===== src/core/fidr_pkg.sv =====
// constants and types of the flash identification and info-area command block
package fidr_pkg;
  // ************************************************************
  // timing
  // ************************************************************
  localparam int CLK_PERIOD_NS  = 5;
  localparam int RST_PULSE_NS   = 100;
  localparam int RST_PULSE_CYC  =
    (RST_PULSE_NS + CLK_PERIOD_NS - 1) / CLK_PERIOD_NS;
  localparam int ERASE_TIME_US  = 100;
  localparam int ERASE_CYC      = ERASE_TIME_US * 1000 / CLK_PERIOD_NS;
  localparam int REC_WRITE_NS   = 10000;
  localparam int REC_WRITE_CYC  = REC_WRITE_NS / CLK_PERIOD_NS;
  localparam int REC_OTHER_NS   = 1000;
  localparam int REC_OTHER_CYC  = REC_OTHER_NS / CLK_PERIOD_NS;
  localparam int DUMMY_CYC      = 8;
  localparam int CMD_BITS       = 8;
  localparam int ADDR_BITS      = 24;
  // ************************************************************
  // command codes
  // ************************************************************
  localparam logic [7:0] CMD_STD_IDENT  = 8'h9f;
  localparam logic [7:0] CMD_MAKER_DEV  = 8'h90;
  localparam logic [7:0] CMD_UNIQUE     = 8'h4b;
  localparam logic [7:0] CMD_PARAM_TBL  = 8'h5a;
  localparam logic [7:0] CMD_RST_ARM    = 8'h66;
  localparam logic [7:0] CMD_RST        = 8'h99;
  localparam logic [7:0] CMD_WL_SET     = 8'h06;
  localparam logic [7:0] CMD_AREA_ERASE = 8'h44;
  localparam logic [7:0] CMD_AREA_PROG  = 8'h42;
  // ************************************************************
  // info-area address fields
  // ************************************************************
  localparam int         AREA_SEL_LSB = 12;
  localparam logic [7:0] AREA_TOP_VAL = 8'h00;
  localparam logic [1:0] AREA_GAP_VAL = 2'h0;
  localparam logic [3:0] AREA_MIN     = 4'h1;
  localparam logic [3:0] AREA_MAX     = 4'h3;
  localparam logic [7:0] TBL_UNDEF    = 8'hff;
  localparam int         TBL_BYTES    = 16;
  // ************************************************************
  // types
  // ************************************************************
  typedef enum logic [2:0] {
    ST_CMD   = 3'b000,
    ST_ADDR  = 3'b001,
    ST_DUMMY = 3'b010,
    ST_DATA  = 3'b011,
    ST_DONE  = 3'b100
  } fidr_state_t;
endpackage


===== src/core/fidr_sync.sv =====
// two-flop synchroniser for pins from outside the clk_sys domain
`timescale 1ns/10ps
module fidr_sync #(
  parameter int               WIDTH   = 1,
  parameter logic [WIDTH-1:0] RST_VAL = '0
) (
  input  wire logic             clk_sys,
  input  wire logic             rst,
  input  wire logic [WIDTH-1:0] din,
  output logic      [WIDTH-1:0] dout
);
  logic [WIDTH-1:0] meta;

  always_ff @(posedge clk_sys) begin
    if (rst) begin
      meta <= RST_VAL;
      dout <= RST_VAL;
    end else begin
      meta <= din;
      dout <= meta;
    end
  end
endmodule // fidr_sync


===== src/core/fidr_buf.sv =====
// two-entry buffer with valid and ready on both sides
`timescale 1ns/10ps
module fidr_buf #(
  parameter int WIDTH = 8
) (
  input  wire logic             clk_sys,
  input  wire logic             rst,
  input  wire logic             flush,
  input  wire logic             in_valid,
  output logic                  in_ready,
  input  wire logic [WIDTH-1:0] in_data,
  output logic                  out_valid,
  input  wire logic             out_ready,
  output logic      [WIDTH-1:0] out_data
);
  logic [WIDTH-1:0] mem [2];
  logic             wr_ptr;
  logic             rd_ptr;
  logic [1:0]       count;
  logic             push;
  logic             pop;

  assign in_ready  = (count != 2'h2);
  assign out_valid = (count != 2'h0);
  assign out_data  = mem[rd_ptr];
  assign push      = in_valid && in_ready;
  assign pop       = out_valid && out_ready;

  always_ff @(posedge clk_sys) begin
    if (rst || flush) begin
      wr_ptr <= 1'b0;
      rd_ptr <= 1'b0;
      count  <= 2'h0;
    end else begin
      if (push) wr_ptr <= ~wr_ptr;
      if (pop) rd_ptr <= ~rd_ptr;
      if (push && !pop) count <= count + 2'h1;
      else if (pop && !push) count <= count - 2'h1;
    end
  end

  // storage needs no reset: count guards every read
  always_ff @(posedge clk_sys) begin
    if (push) mem[wr_ptr] <= in_data;
  end
endmodule // fidr_buf


===== src/core/fidr_core.sv =====
// serial flash identification, reset and info-area command interpreter
`timescale 1ns/10ps
// Operation
// - ident read gives maker then two-byte code
// - output bits change on falling clock edges
// - ident bytes repeat while select low
// - maker/device read takes three zero address bytes
// - maker/device read alternates maker and device
// - unique read: address, dummy, sixteen bytes
// - four-line unique read uses eight dummy cycles
// - unique bytes wrap while select low
// - unique start byte from address bits 3..0
// - table read: address, eight dummies, ends on select
// - reset arm then reset, else disarm
// - reset reloads volatile configuration
// - reset pin qualified by mode and disable
// - long reset pulse aborts, floats, keeps status
// - reset aborts erase, longer recovery after write
// - area program rejected while busy
// - three 1024-byte areas selected by address
// - set lock bit makes area read-only
// - erase needs latch and exact frame end
// - erase sets busy, clears latch
// - erase of locked area ignored
// - four-line command bytes as two nibbles
module fidr_core #(
  parameter int           ERASE_CYC  = fidr_pkg::ERASE_CYC,
  // identity values below are arbitrary
  parameter logic [7:0]   MAKER_CODE = 8'ha5,
  parameter logic [7:0]   TYPE_CODE  = 8'h3c,
  parameter logic [7:0]   CAP_CODE   = 8'h18,
  parameter logic [7:0]   DEV_CODE   = 8'h42,
  parameter logic [127:0] UNIQUE_NUM = 128'h0123456789abcdeffedcba9876543210,
  parameter logic [127:0] PARAM_TBL  = 128'h53464450010000ff000001ff30000000
) (
  input  wire logic       clk_sys,
  input  wire logic       rst,
  input  wire logic       sck,
  input  wire logic       cs_n,
  input  wire logic [3:0] io_in,
  output logic      [3:0] io_out,
  output logic      [3:0] io_oe,
  input  wire logic       reset_pin_n,
  input  wire logic       four_line_cmd_mode,
  input  wire logic       quad_lines_enable_bit,
  input  wire logic       dedicated_reset_pin,
  input  wire logic       reset_pin_disable,
  input  wire logic       info_area1_lock,
  input  wire logic       info_area2_lock,
  input  wire logic       info_area3_lock,
  output logic            busy_flag,
  output logic            write_latch,
  output logic            reload_cfg,
  output logic            erase_start,
  output logic            info_prog_start,
  output logic      [1:0] info_area_sel
);
  // ************************************************************
  // pin sampling
  // ************************************************************
  logic [6:0]              pins_s;
  logic                    sck_s, cs_s, rpin_n_s, sck_prev, cs_prev;
  logic [3:0]              io_s;
  logic                    quad, frame_rst, rise, fall, cs_rise, ev;
  fidr_pkg::fidr_state_t   st, next_st;
  logic [4:0]              cnt, next_cnt;
  logic [31:0]             sr, next_sr;
  logic [7:0]              cmd;
  logic [23:0]             addr;
  logic                    cmd_valid, over_run;

  fidr_sync #(.WIDTH(7), .RST_VAL(7'h60)) u_sync (
    .clk_sys (clk_sys),
    .rst     (rst),
    .din     ({reset_pin_n, cs_n, sck, io_in}),
    .dout    (pins_s)
  );
  assign {rpin_n_s, cs_s, sck_s, io_s} = pins_s;
  assign quad = four_line_cmd_mode;

  always_ff @(posedge clk_sys) begin
    if (rst) begin
      sck_prev <= 1'b0;
      cs_prev  <= 1'b1;
    end else begin
      sck_prev <= sck_s;
      cs_prev  <= cs_s;
    end
  end

  // ************************************************************
  // hardware reset pin
  // ************************************************************
  logic       hw_en, hw_act, hw_act_prev, rst_evt, sw_rst;
  logic       erasing, recovering, armed;
  logic [4:0] rlow_cnt;

  assign hw_en = dedicated_reset_pin ? !reset_pin_disable
                                     : (!quad && !quad_lines_enable_bit);
  assign hw_act = (rlow_cnt == 5'(fidr_pkg::RST_PULSE_CYC));

  always_ff @(posedge clk_sys) begin
    if (rst || rpin_n_s || !hw_en) rlow_cnt <= 5'h0;
    else if (!hw_act) rlow_cnt <= rlow_cnt + 5'h1;
  end

  always_ff @(posedge clk_sys) begin
    if (rst) hw_act_prev <= 1'b0;
    else hw_act_prev <= hw_act;
  end

  assign rst_evt = sw_rst || (hw_act && !hw_act_prev);

  // ************************************************************
  // frame decoder
  // ************************************************************
  // select high, reset pulse or recovery end the frame
  assign frame_rst = cs_s || hw_act || recovering;
  assign rise      = sck_s && !sck_prev && !frame_rst;
  assign fall      = !sck_s && sck_prev && !frame_rst;
  assign cs_rise   = cs_s && !cs_prev;
  assign ev        = cs_rise && cmd_valid && !hw_act && !recovering;

  function automatic logic fidr_last(input logic [4:0] c, input logic q,
                                     input int bits);
    fidr_last = (c == (q ? 5'(bits / 4 - 1) : 5'(bits - 1)));
  endfunction

  always_comb begin
    // four lines take a nibble per edge, upper first
    next_sr  = quad ? {sr[27:0], io_s} : {sr[30:0], io_s[0]};
    next_st  = st;
    next_cnt = cnt + 5'h1;
    unique case (st)
      fidr_pkg::ST_CMD: begin
        if (fidr_last(cnt, quad, fidr_pkg::CMD_BITS)) begin
          next_cnt = 5'h0;
          unique case (next_sr[7:0])
            fidr_pkg::CMD_STD_IDENT: next_st = fidr_pkg::ST_DATA;
            fidr_pkg::CMD_MAKER_DEV, fidr_pkg::CMD_UNIQUE,
            fidr_pkg::CMD_PARAM_TBL, fidr_pkg::CMD_AREA_ERASE,
            fidr_pkg::CMD_AREA_PROG: next_st = fidr_pkg::ST_ADDR;
            default: next_st = fidr_pkg::ST_DONE;
          endcase
        end
      end
      fidr_pkg::ST_ADDR: begin
        if (fidr_last(cnt, quad, fidr_pkg::ADDR_BITS)) begin
          next_cnt = 5'h0;
          // maker/device read streams right after its address
          if (cmd == fidr_pkg::CMD_MAKER_DEV) next_st = fidr_pkg::ST_DATA;
          else if (cmd == fidr_pkg::CMD_UNIQUE ||
                   cmd == fidr_pkg::CMD_PARAM_TBL)
            next_st = fidr_pkg::ST_DUMMY;
          else next_st = fidr_pkg::ST_DONE;
        end
      end
      // eight dummy cycles in either mode
      fidr_pkg::ST_DUMMY: begin
        if (cnt == 5'(fidr_pkg::DUMMY_CYC - 1)) begin
          next_cnt = 5'h0;
          next_st  = fidr_pkg::ST_DATA;
        end
      end
      fidr_pkg::ST_DATA, fidr_pkg::ST_DONE: next_cnt = cnt;
      default: next_st = fidr_pkg::ST_DONE;
    endcase
  end

  always_ff @(posedge clk_sys) begin
    if (rst || frame_rst) begin
      st  <= fidr_pkg::ST_CMD;
      cnt <= 5'h0;
      sr  <= 32'h0;
    end else if (rise) begin
      st  <= next_st;
      cnt <= next_cnt;
      sr  <= next_sr;
    end
  end

  always_ff @(posedge clk_sys) begin
    if (rst || frame_rst) begin
      cmd_valid <= 1'b0;
      over_run  <= 1'b0;
    end else if (rise) begin
      if (st == fidr_pkg::ST_CMD && next_st != fidr_pkg::ST_CMD)
        cmd_valid <= 1'b1;
      // any clock after the address spoils an erase frame
      if (st == fidr_pkg::ST_DONE) over_run <= 1'b1;
    end
  end

  // cmd and addr hold their value across select rise for the events
  always_ff @(posedge clk_sys) begin
    if (rst) begin
      cmd  <= 8'h00;
      addr <= 24'h0;
    end else if (rise && st == fidr_pkg::ST_CMD &&
                 next_st != fidr_pkg::ST_CMD) begin
      cmd <= next_sr[7:0];
    end else if (rise && st == fidr_pkg::ST_ADDR &&
                 next_st != fidr_pkg::ST_ADDR) begin
      addr <= next_sr[23:0];
    end
  end

  // ************************************************************
  // byte producer and output shifter
  // ************************************************************
  logic [23:0] paddr;
  logic        in_rdy, out_vld, pop, data_go;
  logic [7:0]  pbyte, obyte, shreg;
  logic [3:0]  bleft;

  function automatic logic [7:0] fidr_byte(input logic [7:0] c,
                                           input logic [23:0] a);
    fidr_byte = 8'h00;
    unique case (c)
      fidr_pkg::CMD_STD_IDENT:
        fidr_byte = (a[1:0] == 2'h0) ? MAKER_CODE :
                    (a[1:0] == 2'h1) ? TYPE_CODE : CAP_CODE;
      fidr_pkg::CMD_MAKER_DEV: fidr_byte = a[0] ? DEV_CODE : MAKER_CODE;
      fidr_pkg::CMD_UNIQUE: fidr_byte = UNIQUE_NUM[8'(a[3:0]) * 8 +: 8];
      fidr_pkg::CMD_PARAM_TBL:
        fidr_byte = (a < 24'(fidr_pkg::TBL_BYTES)) ?
                    PARAM_TBL[8'(a[3:0]) * 8 +: 8] : fidr_pkg::TBL_UNDEF;
      default: fidr_byte = 8'h00;
    endcase
  endfunction

  // only dummy-led reads load a start: cmd is stale until the command ends
  assign data_go = rise && next_st == fidr_pkg::ST_DATA &&
                   st == fidr_pkg::ST_DUMMY;
  assign pbyte   = fidr_byte(cmd, paddr);

  always_ff @(posedge clk_sys) begin
    if (rst || frame_rst) paddr <= 24'h0;
    // unique start from bits 3..0, upper bits ignored
    else if (data_go && cmd == fidr_pkg::CMD_UNIQUE)
      paddr <= {20'h0, addr[3:0]};
    // table read starts at the sent address
    else if (data_go && cmd == fidr_pkg::CMD_PARAM_TBL) paddr <= addr;
    else if (st == fidr_pkg::ST_DATA && in_rdy) begin
      unique case (cmd)
        // ident wraps after the two-byte code
        fidr_pkg::CMD_STD_IDENT:
          paddr <= (paddr[1:0] == 2'h2) ? 24'h0 : paddr + 24'h1;
        fidr_pkg::CMD_MAKER_DEV: paddr <= {23'h0, ~paddr[0]};
        fidr_pkg::CMD_UNIQUE: paddr <= {20'h0, paddr[3:0] + 4'h1};
        default: paddr <= paddr + 24'h1;
      endcase
    end
  end

  // flushed on select rise so a new frame never sees stale bytes
  fidr_buf #(.WIDTH(8)) u_buf (
    .clk_sys   (clk_sys),
    .rst       (rst),
    .flush     (frame_rst),
    .in_valid  (st == fidr_pkg::ST_DATA),
    .in_ready  (in_rdy),
    .in_data   (pbyte),
    .out_valid (out_vld),
    .out_ready (pop),
    .out_data  (obyte)
  );

  assign pop = fall && st == fidr_pkg::ST_DATA && bleft == 4'h0 && out_vld;

  // data moves on falling edges only
  always_ff @(posedge clk_sys) begin
    if (rst || frame_rst) begin
      io_out <= 4'h0;
      io_oe  <= 4'h0;
      shreg  <= 8'h00;
      bleft  <= 4'h0;
    end else if (fall && st == fidr_pkg::ST_DATA) begin
      io_oe <= quad ? 4'hf : 4'h2;
      if (bleft == 4'h0) begin
        io_out <= quad ? obyte[7:4] : {2'h0, obyte[7], 1'b0};
        shreg  <= quad ? {obyte[3:0], 4'h0} : {obyte[6:0], 1'b0};
        bleft  <= quad ? 4'h1 : 4'h7;
      end else begin
        io_out <= quad ? shreg[7:4] : {2'h0, shreg[7], 1'b0};
        shreg  <= quad ? {shreg[3:0], 4'h0} : {shreg[6:0], 1'b0};
        bleft  <= bleft - 4'h1;
      end
    end
  end

  // ************************************************************
  // reset, write latch and info-area operations
  // ************************************************************
  logic        area_ok, locked, erase_ok, prog_ok;
  logic [3:0]  locks;
  logic [31:0] erase_cnt;
  logic [11:0] rec_cnt;

  assign locks = {info_area3_lock, info_area2_lock, info_area1_lock, 1'b0};
  assign area_ok =
    addr[23:16] == fidr_pkg::AREA_TOP_VAL &&
    addr[11:10] == fidr_pkg::AREA_GAP_VAL &&
    addr[15:12] >= fidr_pkg::AREA_MIN && addr[15:12] <= fidr_pkg::AREA_MAX;
  // set lock bit blocks writes; area 0 maps to a clear bit
  assign locked = locks[addr[13:12]];
  assign busy_flag = erasing || recovering;

  // erase needs exact frame end; both need latch set, area unlocked
  assign erase_ok = ev && cmd == fidr_pkg::CMD_AREA_ERASE &&
                    st == fidr_pkg::ST_DONE && !over_run && write_latch &&
                    !busy_flag && area_ok && !locked;
  assign prog_ok = ev && cmd == fidr_pkg::CMD_AREA_PROG &&
                   st == fidr_pkg::ST_DONE && write_latch &&
                   !busy_flag && area_ok && !locked;
  assign sw_rst  = ev && cmd == fidr_pkg::CMD_RST && armed;

  // arm only by the frame just before
  always_ff @(posedge clk_sys) begin
    if (rst || rst_evt) armed <= 1'b0;
    else if (ev) armed <= (cmd == fidr_pkg::CMD_RST_ARM);
  end

  always_ff @(posedge clk_sys) begin
    if (rst) reload_cfg <= 1'b0;
    else reload_cfg <= rst_evt;
  end

  always_ff @(posedge clk_sys) begin
    if (rst) begin
      erase_start     <= 1'b0;
      info_prog_start <= 1'b0;
      info_area_sel   <= 2'h0;
    end else begin
      erase_start     <= erase_ok;
      info_prog_start <= prog_ok;
      if (erase_ok || prog_ok) info_area_sel <= addr[13:12];
    end
  end

  // latch cleared as the cycle starts
  always_ff @(posedge clk_sys) begin
    if (rst) write_latch <= 1'b0;
    else if (erase_ok || prog_ok) write_latch <= 1'b0;
    else if (ev && cmd == fidr_pkg::CMD_WL_SET && !busy_flag)
      write_latch <= 1'b1;
  end

  always_ff @(posedge clk_sys) begin
    if (rst || rst_evt) begin
      erasing   <= 1'b0;
      erase_cnt <= 32'h0;
    end else if (erase_ok) begin
      erasing   <= 1'b1;
      erase_cnt <= 32'(ERASE_CYC - 1);
    end else if (erasing) begin
      if (erase_cnt == 32'h0) erasing <= 1'b0;
      else erase_cnt <= erase_cnt - 32'h1;
    end
  end

  // longer recovery after an aborted write
  always_ff @(posedge clk_sys) begin
    if (rst) begin
      recovering <= 1'b0;
      rec_cnt    <= 12'h0;
    end else if (rst_evt) begin
      recovering <= 1'b1;
      rec_cnt    <= erasing ? 12'(fidr_pkg::REC_WRITE_CYC - 1)
                            : 12'(fidr_pkg::REC_OTHER_CYC - 1);
    end else if (recovering && !hw_act) begin
      if (rec_cnt == 12'h0) recovering <= 1'b0;
      else rec_cnt <= rec_cnt - 12'h1;
    end
  end
endmodule // fidr_core


===== config.mk =====
export PLATFORM = sky130hd
export DESIGN_NAME = fidr_core
export DESIGN_NICKNAME = d
export VERILOG_FILES = /design/src/core/fidr_pkg.sv /design/src/core/fidr_sync.sv /design/src/core/fidr_buf.sv /design/src/core/fidr_core.sv
export SDC_FILE = /design/constraint.sdc
export NUM_CORES = 1
export LEC_CHECK = 0
export BUFFER_PORTS_ARGS = -buffer_cell sky130_fd_sc_hd__buf_2
export CORE_UTILIZATION = 63
export CTS_CLUSTER_DIAMETER = 50
export DETAILED_ROUTE_END_ITERATION = 12
export MAX_ROUTING_LAYER = met4
export PLACE_DENSITY = 0.86
export SYNTH_ARGS = -nofsm -noshare
export SYNTH_HDL_FRONTEND = slang
export SYNTH_SLANG_ARGS = --single-unit

===== constraint.sdc =====
create_clock -name clk_sys -period 3.2 [get_ports clk_sys]
set_input_delay 0.48 -clock clk_sys [delete_from_list [all_inputs] [get_ports clk_sys]]
set_output_delay 0.48 -clock clk_sys [all_outputs]
set_load 0.02 [all_outputs]

==> results by group <==
Die
  • IO Pins: 31
  • Die X: 129.3 µm
  • Die area: 16710 µm²
  • Die Y: 129.3 µm
  • # rows: 46
  • Core ar.: 15830 µm²
  • Initial Util: 0.6447

CTS
  • Setup bufs post-CTS: 0
  • CTS Buf Count: 23
  • Gates resized, CTS repair: 0
  • H-Tree Depth: 1
  • Clock sinks: 202
  • Clock transition at the registers of the reported paths: 0.06 ns
  • Deepest clock path buffer count: 3
  • # hold bufs at CTS: 0
  • Worst skew pair latency: 0.52 ns
  • CTS tree: yes
  • Clock root cell: clkbuf_16

Routing
  • DRT Pass-1 Iters: 6
  • Residual DRC count: 0
  • Via/cell ratio: 6.230
  • Routed WL: 23.99 mm
  • Post-DRT Antenna Nets: 0
  • Total vias in the final route: 8760
  • DRT iter0 DRCs: 766
  • WL/cell: 17.06 µm

Yosys
  • Cell variety after synth: 72
  • Top FF cell, synth: dfxtp_1
  • Ys Warns: 0
  • Synth Cell Area: 10200 µm²
  • EDFF count, synth: 16
  • Seq cells post-synth: 202
  • Sequential share of the synthesized area: 0.4120
  • Cell count after synthesis: 1164
  • Avg Cell Area, Syn: 8.766 µm²
  • Ys async rst share: 0
  • Syn nets: 1194

Pwr
  • Seq pwr share: 0.470
  • Lkg Pwr: 4.115 nW
  • Comb pwr share: 0.019
  • Sw frac: 0.2151
  • Pint: 4.269 mW
  • Clock power share: 0.511
  • Max rail drop VDD: 0.4965 mV
  • Psw: 1.170 mW
  • Pwr Density: 478.4 nW/µm²

Critical path
  • CP endpoint: u_buf.count[1]
  • Critical R2R Capture: u_buf.count[1]
  • Critical path data required time: 3.63 ns
  • Worst EP arrival: 3.34 ns
  • Critical Path End Type: flip-flop
  • CP Class: reg2reg
  • R2r worst-path depth: 8
  • CP Max Fanout: 11
  • Reg2reg start: st[1]
  • R2R setup slack: 0.29 ns
  • CP Launch Point: st[1]
  • Startpoint Class: flip-flop

Global routing
  • Number of global-route vias before repair: 8085
  • Total track usage: 0.2986
  • Largest net degree at the start of global routing: 73
  • Initial antenna violation count: 0
  • GRT overflow: 0
  • Global-route wire length before repair: 39.55 mm

Place
  • Port bufs: 30
  • Placed Cells: 1364
  • GPL Wtd Cong: 0.9149
  • Post-detail-place hpwl: 15.92 mm
  • Pre-CTS setup slack: 0.2989 ns

Timing
  • Fin. Hold Viols: 0
  • Final setup skew: 0.01285 ns
  • Worst-margin pin slew: 0.8521 ns
  • Final min period: 2.905 ns
  • Final Setup Violations: 0
  • RSZ-0062 raised after global routing: false
  • Tcrit/Tclk final: 0.9079
  • Setup TNS: 0 ns
  • Final slew viol count: 0
  • Slew HR: 0.4320
  • Maximum clock rate: 344.2 MHz
  • Final setup margin: 0.2947 ns

Finish
  • Fillers: 1126
  • Commonest non-fill, non-tap cells in the layout: dfxtp_1 (186), nor2_1 (154), a21oi_1 (61), nand2_1 (55), nor3_1 (51)
  • Non-filler cells, final: 1406
  • Layout cell share with drive strength beyond 1: 0.1193
  • Ant. Diodes: 0
  • Multi-input logic area: 5553 µm²
  • Most common cell after layout, fill and taps aside: dfxtp_1
  • Synthesis-to-finish area growth: 11.43%
  • Sequential cell area: 4204 µm²
  • Fin nets: 1203

Status
  • Status: finished clean

Min path
  • Worst Hold Class: in2reg

Job
  • Maxcap violations: 0
==> metal layers <==
layer | track usage | vias to the layer above | wire length (µm)
met4 | 0.1114 | 0 | 655
li1 | - | 4250 | -
met2 | 0.4684 | 346 | 11170
met3 | 0.05161 | 60 | 1720
met1 | 0.3855 | 4104 | 10440
met5 | - | - | 0
==> Yosys cell counts (7+ instances only) <==
master,n,area share
dfxtp_1,186,0.36
nor2_1,154,0.057
clkbuf_1,65,0.024
a21oi_1,61,0.030
nand2_1,55,0.020
nor3_1,52,0.026
mux2i_1,46,0.045
a211oi_1,43,0.032
nor2b_1,41,0.025
o21ai_0,38,0.019
nor4_1,37,0.023
xor2_1,32,0.027
inv_1,27,0.0099
nand3_1,27,0.013
xnor2_1,25,0.021
mux2_4,18,0.026
nand4_1,18,0.011
or4_1,17,0.013
edfxtp_1,16,0.047
nor3b_1,16,0.012
ha_1,14,0.017
a221oi_1,13,0.011
and3_1,13,0.0080
o211ai_1,12,0.0088
nand2b_1,10,0.0061
and2_1,7,0.0043
or2_2,7,0.0043
==> per-stage QoR <==
step,util,instance area [µm²],total power [mW],hold slack (ns)
after global routing,0.7183,11370,5.571,0.1566
after global placement,0.6673,10560,2.711,0.3925
after CTS,0.7183,11370,5.460,0.1453
final,0.7183,11370,5.439,0.1547
after detailed placement,0.6673,10560,2.713,0.4027
after floorplan,-,10200,2.685,0.3895
==> critical path, cell delays in order (launching register included) <==
cell,delay [ns]
dfxtp_1,0.52
nand3b_1,0.21
or3b_1,0.58
nor4_1,0.32
buf_4,0.18
o211ai_1,0.14
ha_1,0.37
or3_1,0.35
a21oi_1,0.16
==> cell type report <==
type | instances | area share
multi-input cells | 853 | 0.4884
flip-flops and latches | 202 | 0.3698
clock buffers | 28 | 0.05590
repair buffers | 66 | 0.03808
well taps | 216 | 0.02377
clock inverters | 14 | 0.01519
inverters | 27 | 0.008914
==> power groups by stage <==
stage | sequential, mW | combinational (mW) | clock [mW]
2_1_floorplan | 2.61 | 0.0742 | 0
3_3_place_gp | 2.61 | 0.0977 | 0
3_5_place_dp | 2.61 | 0.0992 | 0
4_1_cts | 2.56 | 0.100 | 2.80
5_1_grt | 2.56 | 0.109 | 2.90
6_report | 2.56 | 0.101 | 2.78
==> flip-flops by register name (all words and copies together) (netlist names), 2 cells and up, named ones only <==
| register | flops |
|---|---|
| st | 3 |
| erase_cnt | 32 |
| addr | 24 |
| rec_cnt | 12 |
| rlow_cnt | 5 |
| cnt | 5 |
| u_buf.count | 2 |
| paddr | 24 |
| u_sync.dout | 7 |
| io_out | 4 |
| shreg | 7 |
| u_buf.mem | 16 |
| bleft | 4 |
| io_oe | 2 |
| cmd | 8 |
| info_area_sel | 2 |
| sr | 23 |
| u_sync.meta | 7 |
==> worst min-delay path by stage <==
stage / end / slack, ns / depth (start not counted) / startpoint
after global placement: u_sync.dout[6] / 0.39 / 1 / u_sync.meta[6]
after detailed placement: u_sync.dout[5] / 0.40 / 1 / u_sync.meta[5]
final: u_sync.meta[6] / 0.15 / 2 / reset_pin_n
after floorplan: u_sync.dout[5] / 0.39 / 1 / u_sync.meta[5]
after CTS: u_sync.meta[6] / 0.15 / 2 / reset_pin_n
after global routing: u_sync.meta[6] / 0.16 / 2 / reset_pin_n
==> kinds of logic (layout without fill, tap and decap cells) <==
| kind of cell | Yosys count | in the layout | share of synthesized area |
|---|---|---|---|
| simple gates | 491 | 491 | 0.2541 |
| buf+inv | 109 | 135 | 0.04574 |
| flops | 202 | 202 | 0.4120 |
| compound gates | 219 | 219 | 0.1414 |
| fa+ha+maj | 14 | 14 | 0.01717 |
| mux | 72 | 72 | 0.08069 |
| xor+xnor | 57 | 57 | 0.04893 |
No activity file was read; power rests on OpenSTA's default activity.
